===== config.mk =====
export PLATFORM = sky130hd
export DESIGN_NAME = pci_config_header_tail
export DESIGN_NICKNAME = d
export VERILOG_FILES = /design/src/cfg_tail_pkg.sv /design/src/cfg_byte_field.sv /design/src/pci_config_header_tail.sv
export SDC_FILE = /design/constraint.sdc
export NUM_CORES = 1
export LEC_CHECK = 0
export BUFFER_PORTS_ARGS = -buffer_cell sky130_fd_sc_hd__clkbuf_2
export CORE_MARGIN = 3
export CORE_UTILIZATION = 42
export CTS_CLUSTER_SIZE = 14
export DETAILED_ROUTE_END_ITERATION = 8
export GPL_TIMING_DRIVEN = 0
export PLACE_DENSITY = 0.77
export SETUP_SLACK_MARGIN = 0.05
export SLEW_MARGIN = 15
export SYNTH_ARGS = -nofsm -noshare
export SYNTH_HDL_FRONTEND = slang
export SYNTH_HIERARCHICAL = 1
export SYNTH_SLANG_ARGS = --single-unit

===== constraint.sdc =====
create_clock -name ref_clk_in -period 0.8 [get_ports ref_clk_in]
set_input_delay 0.24 -clock ref_clk_in [delete_from_list [all_inputs] [get_ports ref_clk_in]]
set_output_delay 0.24 -clock ref_clk_in [all_outputs]
set_load 0.005 [all_outputs]

===== src/cfg_tail_pkg.sv =====
// Constants and carriers for the upper configuration header block.
package cfg_tail_pkg;

  // Configuration request from the bus core, taken in one clock cycle.
  typedef struct packed {
    logic valid;
    logic write;
    logic [7:0] offset;
    logic [3:0] byte_en;
    logic [31:0] wdata;
  } cfg_req_t;

  // Configuration answer, registered, one cycle after the request.
  typedef struct packed {
    logic ack;
    logic hit;
    logic [31:0] rdata;
  } cfg_rsp_t;

  // Dword offsets inside configuration space.
  localparam logic [7:0] OFF_ROM_BASE = 8'h30;
  localparam logic [7:0] OFF_CAP_PTR = 8'h34;
  localparam logic [7:0] OFF_HOLE = 8'h38;
  localparam logic [7:0] OFF_IRQ_DWORD = 8'h3c;

  // Byte offsets of the four bytes of the interrupt dword.
  localparam logic [7:0] OFF_IRQ_ROUTING = 8'h3c;
  localparam logic [7:0] OFF_IRQ_PIN = 8'h3d;
  localparam logic [7:0] OFF_MIN_GRANT = 8'h3e;
  localparam logic [7:0] OFF_MAX_LATENCY = 8'h3f;

  // Span of this block in configuration space.
  localparam logic [7:0] TAIL_FIRST = 8'h30;
  localparam logic [7:0] TAIL_LAST = 8'h3f;

  // ROM base register layout.
  localparam int ROM_EN_BIT = 0;
  localparam int ROM_BASE_LSB = 11;
  localparam int ROM_BASE_W = 21;
  localparam logic [9:0] ROM_RSVD_VALUE = 10'h000;
  localparam logic ROM_EN_RESET = 1'b0;
  localparam logic ROM_EN_HELD = 1'b0;
  localparam logic [7:0] ROM_BYTE1_MASK = 8'hf8;
  localparam logic [7:0] ROM_BYTE_FULL_MASK = 8'hff;
  localparam logic [7:0] BYTE_RESET = 8'h00;

  // Fixed read values.
  localparam logic [7:0] CAP_PTR_VALUE = 8'h78;
  localparam logic [23:0] CAP_RSVD_VALUE = 24'h000000;
  localparam logic [7:0] IRQ_ROUTING_RESET = 8'h00;
  localparam logic [7:0] IRQ_PIN_VALUE = 8'h01;
  localparam logic [7:0] MIN_GRANT_VALUE = 8'h00;
  localparam logic [7:0] MAX_LATENCY_VALUE = 8'h00;
  localparam logic [31:0] ZERO_WORD = 32'h00000000;

  // Unit of the grant and latency bytes, and its count at the 200 MHz clock.
  localparam int CLK_PERIOD_PS = 5000;
  localparam int GRANT_UNIT_PS = 250000;
  localparam int GRANT_UNIT_CYCLES = GRANT_UNIT_PS / CLK_PERIOD_PS;

endpackage : cfg_tail_pkg


===== src/cfg_byte_field.sv =====
// One writable configuration byte with a per-bit write mask.
`timescale 1ns/100ps
module cfg_byte_field
  import cfg_tail_pkg::*;
#(
  parameter logic [7:0] WMASK = 8'hff,
  parameter logic [7:0] RESET_VALUE = 8'h00
) (
  input wire logic ref_clk_in,
  input wire logic resetn_in,
  input wire logic wr_en_in,
  input wire logic [7:0] wdata_in,
  output logic [7:0] value_out
);

  // Stored byte; bits outside the mask never change.
  logic [7:0] value_q;
  logic [7:0] value_d;

  // Masked bits take the new data, the others keep their reset value.
  always_comb begin
    value_d = value_q;
    if (wr_en_in) begin
      value_d = (wdata_in & WMASK) | (RESET_VALUE & ~WMASK);
    end
  end

  // The byte returns to its reset value on the bus reset.
  always_ff @(posedge ref_clk_in or negedge resetn_in) begin
    if (!resetn_in) begin
      value_q <= RESET_VALUE;
    end else begin
      value_q <= value_d;
    end
  end

  assign value_out = value_q;

endmodule : cfg_byte_field


===== src/pci_config_header_tail.sv =====
// Upper configuration header: ROM window base, capability pointer, interrupt bytes.
//
// Operation
// - ROM decode enable bit, read-only, resets zero.
// - ROM claims need decode enable and range bit.
// - Decode enable held zero; no ROM present.
// - ROM base bits 31:11 writable; 10:1 zero.
// - Capability pointer reads 0x78; writes ignored.
// - Interrupt routing byte read-write, resets zero.
// - Interrupt pin byte reads one, read-only.
// - Minimum grant byte reads zero, read-only.
// - Maximum latency byte reads zero, read-only.
`timescale 1ns/100ps
module pci_config_header_tail
  import cfg_tail_pkg::*;
(
  input wire logic ref_clk_in,
  input wire logic resetn_in,
  input wire cfg_req_t cfg_req_in,
  output cfg_rsp_t cfg_rsp_out,
  input wire logic local_rom_range_in,
  input wire logic mem_valid_in,
  input wire logic [31:0] mem_addr_in,
  output logic rom_claim_out,
  output logic rom_decode_enable_out,
  output logic [7:0] interrupt_routing_out
);

  // Request decode.
  logic req_is_write; // A configuration write is presented this cycle.
  logic req_is_read; // A configuration read is presented this cycle.
  logic sel_rom; // The request targets the ROM base dword.
  logic sel_irq; // The request targets the interrupt dword.
  logic in_tail; // The request lies in this block's span.

  // Register state.
  logic rom_en_q; // Decode enable of the ROM window.
  logic [ROM_BASE_W-1:0] rom_base; // Base address bits 31:11.
  logic [7:0] rom_byte1; // Bits 15:8 of the ROM base register.
  logic [7:0] rom_byte2; // Bits 23:16 of the ROM base register.
  logic [7:0] rom_byte3; // Bits 31:24 of the ROM base register.
  logic [7:0] irq_routing; // Interrupt routing byte.

  // Answer path.
  logic [31:0] rdata_d; // Read value chosen by the offset.
  cfg_rsp_t rsp_d;
  cfg_rsp_t rsp_q;

  // Window decode.
  logic rom_match; // Address falls inside the ROM window.
  logic rom_claim_d;
  logic rom_claim_q;

  // The dword is chosen by offset bits 7:2; low bits are a byte position only.
  always_comb begin
    req_is_write = cfg_req_in.valid && cfg_req_in.write;
    req_is_read = cfg_req_in.valid && !cfg_req_in.write;
    sel_rom = cfg_req_in.offset[7:2] == OFF_ROM_BASE[7:2];
    sel_irq = cfg_req_in.offset[7:2] == OFF_IRQ_DWORD[7:2];
    in_tail = (cfg_req_in.offset >= TAIL_FIRST) && (cfg_req_in.offset <= TAIL_LAST);
  end

  // The decode enable has no write path from the bus and stays at its held value.
  // Keeping a flop rather than a constant leaves room to tie it elsewhere later.
  always_ff @(posedge ref_clk_in or negedge resetn_in) begin
    if (!resetn_in) begin
      rom_en_q <= ROM_EN_RESET;
    end else begin
      rom_en_q <= ROM_EN_HELD;
    end
  end

  // ROM base byte 1 holds bits 15:11; bits 10:8 are masked to zero.
  cfg_byte_field #(
    .WMASK(ROM_BYTE1_MASK),
    .RESET_VALUE(BYTE_RESET)
  ) u_rom_byte1 (
    .ref_clk_in(ref_clk_in),
    .resetn_in(resetn_in),
    .wr_en_in(req_is_write && sel_rom && cfg_req_in.byte_en[1]),
    .wdata_in(cfg_req_in.wdata[15:8]),
    .value_out(rom_byte1)
  );

  // ROM base byte 2 holds bits 23:16.
  cfg_byte_field #(
    .WMASK(ROM_BYTE_FULL_MASK),
    .RESET_VALUE(BYTE_RESET)
  ) u_rom_byte2 (
    .ref_clk_in(ref_clk_in),
    .resetn_in(resetn_in),
    .wr_en_in(req_is_write && sel_rom && cfg_req_in.byte_en[2]),
    .wdata_in(cfg_req_in.wdata[23:16]),
    .value_out(rom_byte2)
  );

  // ROM base byte 3 holds bits 31:24.
  cfg_byte_field #(
    .WMASK(ROM_BYTE_FULL_MASK),
    .RESET_VALUE(BYTE_RESET)
  ) u_rom_byte3 (
    .ref_clk_in(ref_clk_in),
    .resetn_in(resetn_in),
    .wr_en_in(req_is_write && sel_rom && cfg_req_in.byte_en[3]),
    .wdata_in(cfg_req_in.wdata[31:24]),
    .value_out(rom_byte3)
  );

  // Byte 0 of the ROM register is read-only, so lane 0 writes there do nothing.
  assign rom_base = {rom_byte3, rom_byte2, rom_byte1[7:3]};

  // Routing byte takes only lane 0; the other three lanes are read-only bytes.
  cfg_byte_field #(
    .WMASK(ROM_BYTE_FULL_MASK),
    .RESET_VALUE(IRQ_ROUTING_RESET)
  ) u_irq_routing (
    .ref_clk_in(ref_clk_in),
    .resetn_in(resetn_in),
    .wr_en_in(req_is_write && sel_irq && cfg_req_in.byte_en[0]),
    .wdata_in(cfg_req_in.wdata[7:0]),
    .value_out(irq_routing)
  );

  // Read multiplexer; unused and reserved places read as zero.
  always_comb begin
    rdata_d = ZERO_WORD;
    if (sel_rom) begin
      // Reserved bits 10:1 are constant zero.
      rdata_d = {rom_base, ROM_RSVD_VALUE, rom_en_q};
    end else if (cfg_req_in.offset[7:2] == OFF_CAP_PTR[7:2]) begin
      rdata_d = {CAP_RSVD_VALUE, CAP_PTR_VALUE};
    end else if (sel_irq) begin
      rdata_d = {MAX_LATENCY_VALUE, MIN_GRANT_VALUE, IRQ_PIN_VALUE, irq_routing};
    end else begin
      // The hole at the dword between pointer and interrupt bytes reads zero.
      rdata_d = ZERO_WORD;
    end
  end

  // Every request is acknowledged; hit says whether this block owns it.
  always_comb begin
    rsp_d.ack = cfg_req_in.valid;
    rsp_d.hit = cfg_req_in.valid && in_tail;
    if (req_is_read && in_tail) begin
      rsp_d.rdata = rdata_d;
    end else begin
      // Writes and foreign offsets answer with zero data.
      rsp_d.rdata = ZERO_WORD;
    end
  end

  // The answer is registered so data never ripples from the request pins.
  always_ff @(posedge ref_clk_in or negedge resetn_in) begin
    if (!resetn_in) begin
      rsp_q <= '0;
    end else begin
      rsp_q <= rsp_d;
    end
  end

  // A 2 KB window at the programmed base.
  always_comb begin
    rom_match = mem_addr_in[31:ROM_BASE_LSB] == rom_base;
    rom_claim_d = mem_valid_in && rom_en_q && local_rom_range_in && rom_match;
  end

  // Claim is registered; both enables must permit it in the same cycle.
  always_ff @(posedge ref_clk_in or negedge resetn_in) begin
    if (!resetn_in) begin
      rom_claim_q <= 1'b0;
    end else begin
      rom_claim_q <= rom_claim_d;
    end
  end

  // Outputs come straight from flops.
  assign cfg_rsp_out = rsp_q;
  assign rom_claim_out = rom_claim_q;
  assign rom_decode_enable_out = rom_en_q;
  assign interrupt_routing_out = irq_routing;
endmodule : pci_config_header_tail


=== After elaboration in Yosys (flattened, before gate mapping) ===
Cells that the tools add are included.

* Bits in registers: 63
* Output and inout bits: 44

* $lt $le $gt $ge: 2
* Eq/ne operators: 3
* Muxes and demuxes: 4
* Reduce and logical (&&, ||, !) cells: 12

{| class="wikitable"
|+ Operators by type and width
! operator !! number
|-
| 32-bit two-way mux || 3
|-
| 6-bit by 4-bit == test with 1-bit output, second input constant || 3
|-
| 1-bit logical AND || 11
|-
| 9-bit two-way mux || 1
|-
| 8-bit by 6-bit greater-or-equal comparator with 1-bit output, second input constant || 1
|-
| 8-bit by 6-bit <= comparator with 1-bit output, second input constant || 1
|-
| 1-bit logical NOT || 1
|}

=== Depth between registers and ports, before layout ===
Gate-level depths: netlist of run 1.

* Depth after elaboration: 5
* Gate-level depth with buffers: 6
* Gate-level depth less buffers: 3

=== Hierarchy ===
The synthesis of run 1 kept the hierarchy.

{| class="wikitable"
|+ Modules (own cells, without submodules)
! module !! instances !! cells an instance !! area an instance (sq um)
|-
| pci_config_header_tail || 1 || 120 || 1445.1
|-
| cfg_byte_field at u_irq_routing ... || 3 || 17 || 331.6
|-
| cfg_byte_field at u_rom_byte1 || 1 || 14 || 207.7
|}

=== Least setup slack after synthesis of run 1 ===
Ideal clock, no wire load.

* Kind: input to register
* Start point: input cfg_req_in[38] (netlist name)
* End point: register u_rom_byte1.value_q[3], in the netlist u_rom_byte1/value_out[3]
* Library setup time: 0.125 ns
* Arrival time: 1.835 ns
* Data required time: 0.675 ns
* Setup slack: -1.160 ns
* Stages on the path: 5
* Path through: or4b_4 > buf_6 > buf_12 > nor4_2 > mux2_2

* Cells in the longest elaborated chain, start to end: 3

{| class="wikitable"
|+ RTL lines
! item !! line !! source
|-
| start: declaration || pci_config_header_tail.sv:19 || <nowiki>input wire cfg_req_t cfg_req_in,</nowiki>
|-
| 6-bit by 4-bit == test with 1-bit output || pci_config_header_tail.sv:58 || <nowiki>sel_rom = cfg_req_in.offset[7:2] == OFF_ROM_BASE[7:2];</nowiki>
|-
| 1-bit logical AND (2 in a row) || pci_config_header_tail.sv:80 || <nowiki>.wr_en_in(req_is_write && sel_rom && cfg_req_in.byte_en[1]),</nowiki>
|-
| end signal: assignment || cfg_byte_field.sv:33 || <nowiki>value_q <= value_d;</nowiki>
|-
| end: declaration || cfg_byte_field.sv:17 || <nowiki>logic [7:0] value_q;</nowiki>
|}

No other way between the ends.
A chain may end at the register's enable or synchronous reset.

=== Worst setup path after layout of run 1 ===
* Start point: input cfg_req_in[39] (netlist name)
* End point: register u_rom_byte1.value_q[5], in the netlist u_rom_byte1/value_out[5]

Same word-level chain as after synthesis.

==> results.sh, run 1 <==
export IMPL_outcome="finished, violations left"
export IMPL_violations="negative hold slack, negative setup slack"
export IMPL_worst_clock_skew_ns=0.004076
export IMPL_io_buffers=82
export IMPL_crit_path_end_kind="flip-flop"
export IMPL_syn_to_final_growth_pct=56.47
export IMPL_cts_max_path_buffers=2
export IMPL_drt_iter0_markers=71
export IMPL_grt_use_met2=0.2973
export IMPL_dieArea_um2=7225
export IMPL_start_util=0.4376
export IMPL_pre_cts_ws_ns=-1.312
export IMPL_power_mw=6.828
export IMPL_top_usage_layer="met2"
export IMPL_ir_drop_mv=0.8445
export IMPL_die_w_um=85
export IMPL_finalSetupViolCount=95
export IMPL_tightest_slew_ns=0.9702
export IMPL_fin_setup_tns_ns=-38.59
export IMPL_design_area_um2=4101
export IMPL_cts_buffers=9
export IMPL_routed_wirelength_um=6296
export IMPL_worstPathRequired_ns=1.01
export IMPL_p_per_area_nw_per_um2=1665
export IMPL_insertedDiodeCount=0
export IMPL_crit_path_cell_trace="buf_8, or4b_4, buf_12, nor4_4, buf_6, mux2_4"
export IMPL_grt_max_degree=32
export IMPL_leakage_nw=2.061
export IMPL_finalWeightedCongestion=0.7590
export IMPL_place_area_um2=3239
export IMPL_clkTransAtPathRegs_ns=0.06
export IMPL_finalHoldViolCount=30
export IMPL_syn_cell_area_um2=2621
export IMPL_ios=126
export IMPL_grt_pass1_vias=1962
export IMPL_syn_inst=181
export IMPL_drive_gt1_frac=0.6881
export IMPL_dp_cells=342
export IMPL_grt_overflow=0
export IMPL_viasPerCell=4.692
export IMPL_htree_levels=3
export IMPL_crit_type="primary input to flip-flop"
export IMPL_grt_use_total=0.1817
export IMPL_drc=0
export IMPL_die_h_um=85
export IMPL_place_hpwl_um=3779
export IMPL_nets=388
export IMPL_slew_viol_final=0
export IMPL_worst_hold_slack_ns=-0.1248
export IMPL_drv_cap=0
export IMPL_rsz0062_at_grt="true"
export IMPL_period_needed_ns=1.547
export IMPL_final_util=0.6846
export IMPL_critPathTopFamily="simple AND/OR/NAND/NOR gates"
export IMPL_core_rowCount=28
export IMPL_arrival_ns=1.76
export IMPL_grt_pass1_wl_um=9922
export IMPL_final_cells=386
export IMPL_holdCritPathClass="primary input to async pin"
export IMPL_ant_nets=0
export IMPL_syn_avg_cell_area_um2=14.48
export IMPL_cp_start_kind="primary input"
export IMPL_fin_crit_sh=1.934
export IMPL_use_met3=0.05340
export IMPL_cp_slowest_stage_delay_ns=0.57
export IMPL_max_slew_margin_rel=0.3532
export IMPL_drtPass1Iterations=4
export IMPL_clock_fmax_mhz=646.4
export IMPL_vias=1811
export IMPL_layout_setup_ws_ns=-0.7470
export IMPL_cts_root_buffer="clkbuf_8"
export IMPL_clock_latency_ns=0.33
export IMPL_cts_tree="built"
export IMPL_antenna_found_initial=0
export IMPL_coreArea_um2=5991
export IMPL_wl_per_cell_um=16.31
export IMPL_path_buf_inv=3
export IMPL_crit_path_top_delay_cell="or4b_4"
export IMPL_synth_warnings=6
export IMPL_path_max_fanout=5
export IMPL_cts_sinks=61
export IMPL_grt_use_met1=0.2274
==> routing by layer <==
metal  vias up  routed length [µm]
met5         -                   0
met4         0                  66
met3         6                 387
met2        63                3128
met1       892                2714
li1        850                   -
==> cell usage in the layout, fill, tap and decap left out, types with 5 or more instances in the layout <==
cell and count:
clkbuf_2 79, dfrtp_1 61, mux2_4 29, inv_1 27, nor4_4 21, buf_6 19
buf_4 14, clkbuf_8 13, nor4_2 7, nor3_2 5
==> area by class of cell <==
type	instances	area, µm²
clock buffers	12	165.2
flip-flops and latches	61	1526
clock inverters	4	45.04
repair buffers	112	774.5
fillers	405	1889
plain buffers	15	197.7
well taps	75	93.84
inverters	29	111.4
multi-input cells	78	1187
==> state kept, by name (all words and copies together) (netlist names) <==
register,cells
cfg_rsp_out,32
u_irq_routing/value_out,8
u_rom_byte2/value_out,8
u_rom_byte3/value_out,8
u_rom_byte1/value_out,5
==> timing repair <==
item,in CTS,in global routing
pin swaps,14,11
endpoints found under the setup margin,100,100
cloned,2,0
resized for setup,47,37
hold endpoints to repair,30,30
buffers inserted,22,13
==> power breakdown <==
group          internal [mW]  switching, mW
Sequential              3.16         0.0448
Combinational          0.409          0.396
Clock                   1.68           1.14
Total                   5.25           1.58
==> final timing paths <==
check	startpoint	to	depth (start not counted)	slack (ns)
setup / recovery	cfg_req_in[39]	u_rom_byte1/value_out[5]$_DFFE_PN0P_	6	-0.75
hold / removal	resetn_in	cfg_rsp_out[29]$_DFF_PN0_	1	-0.12
setup reg to reg	u_irq_routing/value_out[2]$_DFFE_PN0P_	u_irq_routing/value_out[2]$_DFFE_PN0P_	2	-0.10
hold reg to reg	u_rom_byte1/value_out[4]$_DFFE_PN0P_	u_rom_byte1/value_out[4]$_DFFE_PN0P_	1	0.51
max in group asynchronous	resetn_in	u_irq_routing/value_out[5]$_DFFE_PN0P_	2	0.42
min in group ref_clk_in	cfg_req_in[45]	cfg_rsp_out[33]$_DFF_PN0_	1	0.03
==> worst reg2reg max path, stage by stage (launching register included) <==
cell	delay (ns)
dfrtp_1	0.40
buf_6	0.13
mux2_4	0.25
Power figures use the tool's default switching activity.
==> run 2, diff against run 1 <==
==> constraint.sdc (replaced) <==
create_clock -name ref_clk_in -period 0.8 [get_ports ref_clk_in]
set_input_delay 0.04 -clock ref_clk_in [delete_from_list [all_inputs] [get_ports ref_clk_in]]
set_output_delay 0.04 -clock ref_clk_in [all_outputs]
set_load 0.005 [all_outputs]
==> results.sh, run 2 (same netlist as run 1, synthesis figures left out) <==
export IMPL_outcome="finished, violations left"
export IMPL_violations="negative hold slack, negative setup slack"
export IMPL_cts_buffers=9
export IMPL_grt_use_total=0.1790
export IMPL_ios=126
export IMPL_htree_levels=3
export IMPL_grt_pass1_wl_um=10020
export IMPL_vias=1895
export IMPL_drc=0
export IMPL_cts_sinks=61
export IMPL_rsz0062_at_grt="true"
export IMPL_fin_setup_tns_ns=-21.06
export IMPL_tightest_slew_ns=1.040
export IMPL_max_slew_margin_rel=0.3066
export IMPL_core_rowCount=28
export IMPL_crit_path_end_kind="flip-flop"
export IMPL_wl_per_cell_um=15.28
export IMPL_period_needed_ns=1.351
export IMPL_grt_overflow=0
export IMPL_cts_root_buffer="clkbuf_8"
export IMPL_syn_to_final_growth_pct=57.80
export IMPL_pre_cts_ws_ns=-1.134
export IMPL_largest_register_ffs=32
export IMPL_power_mw=6.572
export IMPL_final_cells=405
export IMPL_finalWeightedCongestion=0.7763
export IMPL_cts_max_path_buffers=2
export IMPL_layout_setup_ws_ns=-0.5507
export IMPL_clock_fmax_mhz=740.3
export IMPL_min_delay_start="cfg_req_in[44]"
export IMPL_routed_wirelength_um=6188
export IMPL_leakage_nw=2.036
export IMPL_worstPathRequired_ns=1.01
export IMPL_antenna_found_initial=0
export IMPL_drive_gt1_frac=0.5788
export IMPL_coreArea_um2=5991
export IMPL_grt_max_degree=36
export IMPL_clkTransAtPathRegs_ns=0.06
export IMPL_hold_buffers=31
export IMPL_die_w_um=85
export IMPL_path_max_fanout=5
export IMPL_clock_latency_ns=0.33
export IMPL_cp_start_kind="primary input"
export IMPL_die_h_um=85
export IMPL_worst_hold_slack_ns=-0.05969
export IMPL_dp_cells=342
export IMPL_design_area_um2=4136
export IMPL_io_buffers=82
export IMPL_finalHoldViolCount=2
export IMPL_place_area_um2=3238
export IMPL_insertedDiodeCount=0
export IMPL_ir_drop_mv=1.093
export IMPL_worst_clock_skew_ns=0.003975
export IMPL_ant_nets=0
export IMPL_drtPass1Iterations=4
export IMPL_drt_iter0_markers=53
export IMPL_start_util=0.4376
export IMPL_r2r_start="u_irq_routing/value_out[6]$_DFFE_PN0P_"
export IMPL_fillers=410
export IMPL_fin_crit_sh=1.688
export IMPL_holdCritPathClass="primary input to flip-flop"
export IMPL_crit_type="primary input to flip-flop"
export IMPL_slew_viol_final=0
export IMPL_place_hpwl_um=3829
export IMPL_dieArea_um2=7225
export IMPL_finalSetupViolCount=91
export IMPL_nets=407
export IMPL_drv_cap=0
export IMPL_grt_pass1_vias=2007
export IMPL_p_per_area_nw_per_um2=1589
export IMPL_viasPerCell=4.679
export IMPL_startpoint="cfg_req_in[39]"
export IMPL_final_common_cell="clkbuf_2"
export IMPL_cts_tree="built"
export IMPL_arrival_ns=1.56
export IMPL_layout_common_cells="79 x clkbuf_2, 61 x dfrtp_1, 31 x dlygate4sd3_1"
run 2: cell types whose count changed in the layout (fill, tap and decap cells not counted), sizes merged:
| cell | change |
|---|---|
| dlygate4sd3 | +31 |
| buf | -10 |
| clkinv | -3 |
| clkbuf | +2 |
| bufinv | -1 |
run 2: routing by layer:
| metal | vias up | GRT usage | routed length (µm) |
|---|---|---|---|
| met3 | 4 | 0.06311 | 388 |
| met5 | - | 0 | 0 |
| li1 | 889 | - | - |
| met4 | 0 | 0.04748 | 23 |
| met2 | 66 | 0.2980 | 3162 |
| met1 | 936 | 0.2219 | 2614 |
run 2: power breakdown:
group | switching (mW) | total, mW | internal (mW) | leakage (nW)
sequential | 0.0464 | 3.21 | 3.16 | 0.845
combinational | 0.374 | 0.805 | 0.431 | 1.09
clock | 1.09 | 2.56 | 1.47 | 0.0970
total | 1.51 | 6.57 | 5.06 | 2.04
run 2: path summary, 6_finish.rpt:
path | to | slack, ns | depth (start not counted)
min reg2reg | u_rom_byte3/value_out[4]$_DFFE_PN0P_ | 0.51 | 1
min | cfg_rsp_out[31]$_DFF_PN0_ | -0.06 | 2
max | u_rom_byte1/value_out[5]$_DFFE_PN0P_ | -0.55 | 6
min in group asynchronous | cfg_rsp_out[25]$_DFF_PN0_ | 0.17 | 2
max reg2reg | u_irq_routing/value_out[6]$_DFFE_PN0P_ | -0.11 | 2
max in group asynchronous | cfg_rsp_out[5]$_DFF_PN0_ | 0.14 | 3
run 2: final cells by class:
cell class	count	area (µm²)	share of cell area
clock buffer	16	190.2	0.04598
sequential	61	1526	0.3690
multi-input combinational	78	1111	0.2686
tap	75	93.84	0.02269
buffer	15	170.2	0.04114
inverter	29	108.9	0.02632
timing repair buffer	131	935.9	0.2263
run 2: repair_timing:
action | in CTS | in global routing
gates cloned | 1 | 0
pin swaps | 12 | 4
buffers inserted | 11 | 6
setup endpoints to repair | 94 | 135
endpoints found under the hold margin | 58 | 2
resized for setup | 29 | 21
run 2: through the flow:
| stage | hold slack [ns] | util |
|---|---|---|
| after global placement | 0.1624 | 0.5368 |
| final | -0.05969 | 0.6905 |
| after detailed placement | 0.009302 | 0.5405 |
| after floorplan | -0.2556 | - |
| after CTS | -0.09300 | 0.6673 |
| after global routing | -0.08099 | 0.6905 |
run 2: worst max-delay path, stage by stage:
cell and delay [ns]:
buf_8 0.10, or4b_4 0.57, buf_12 0.16, nor4_4 0.21
buf_6 0.17, mux2_4 0.30
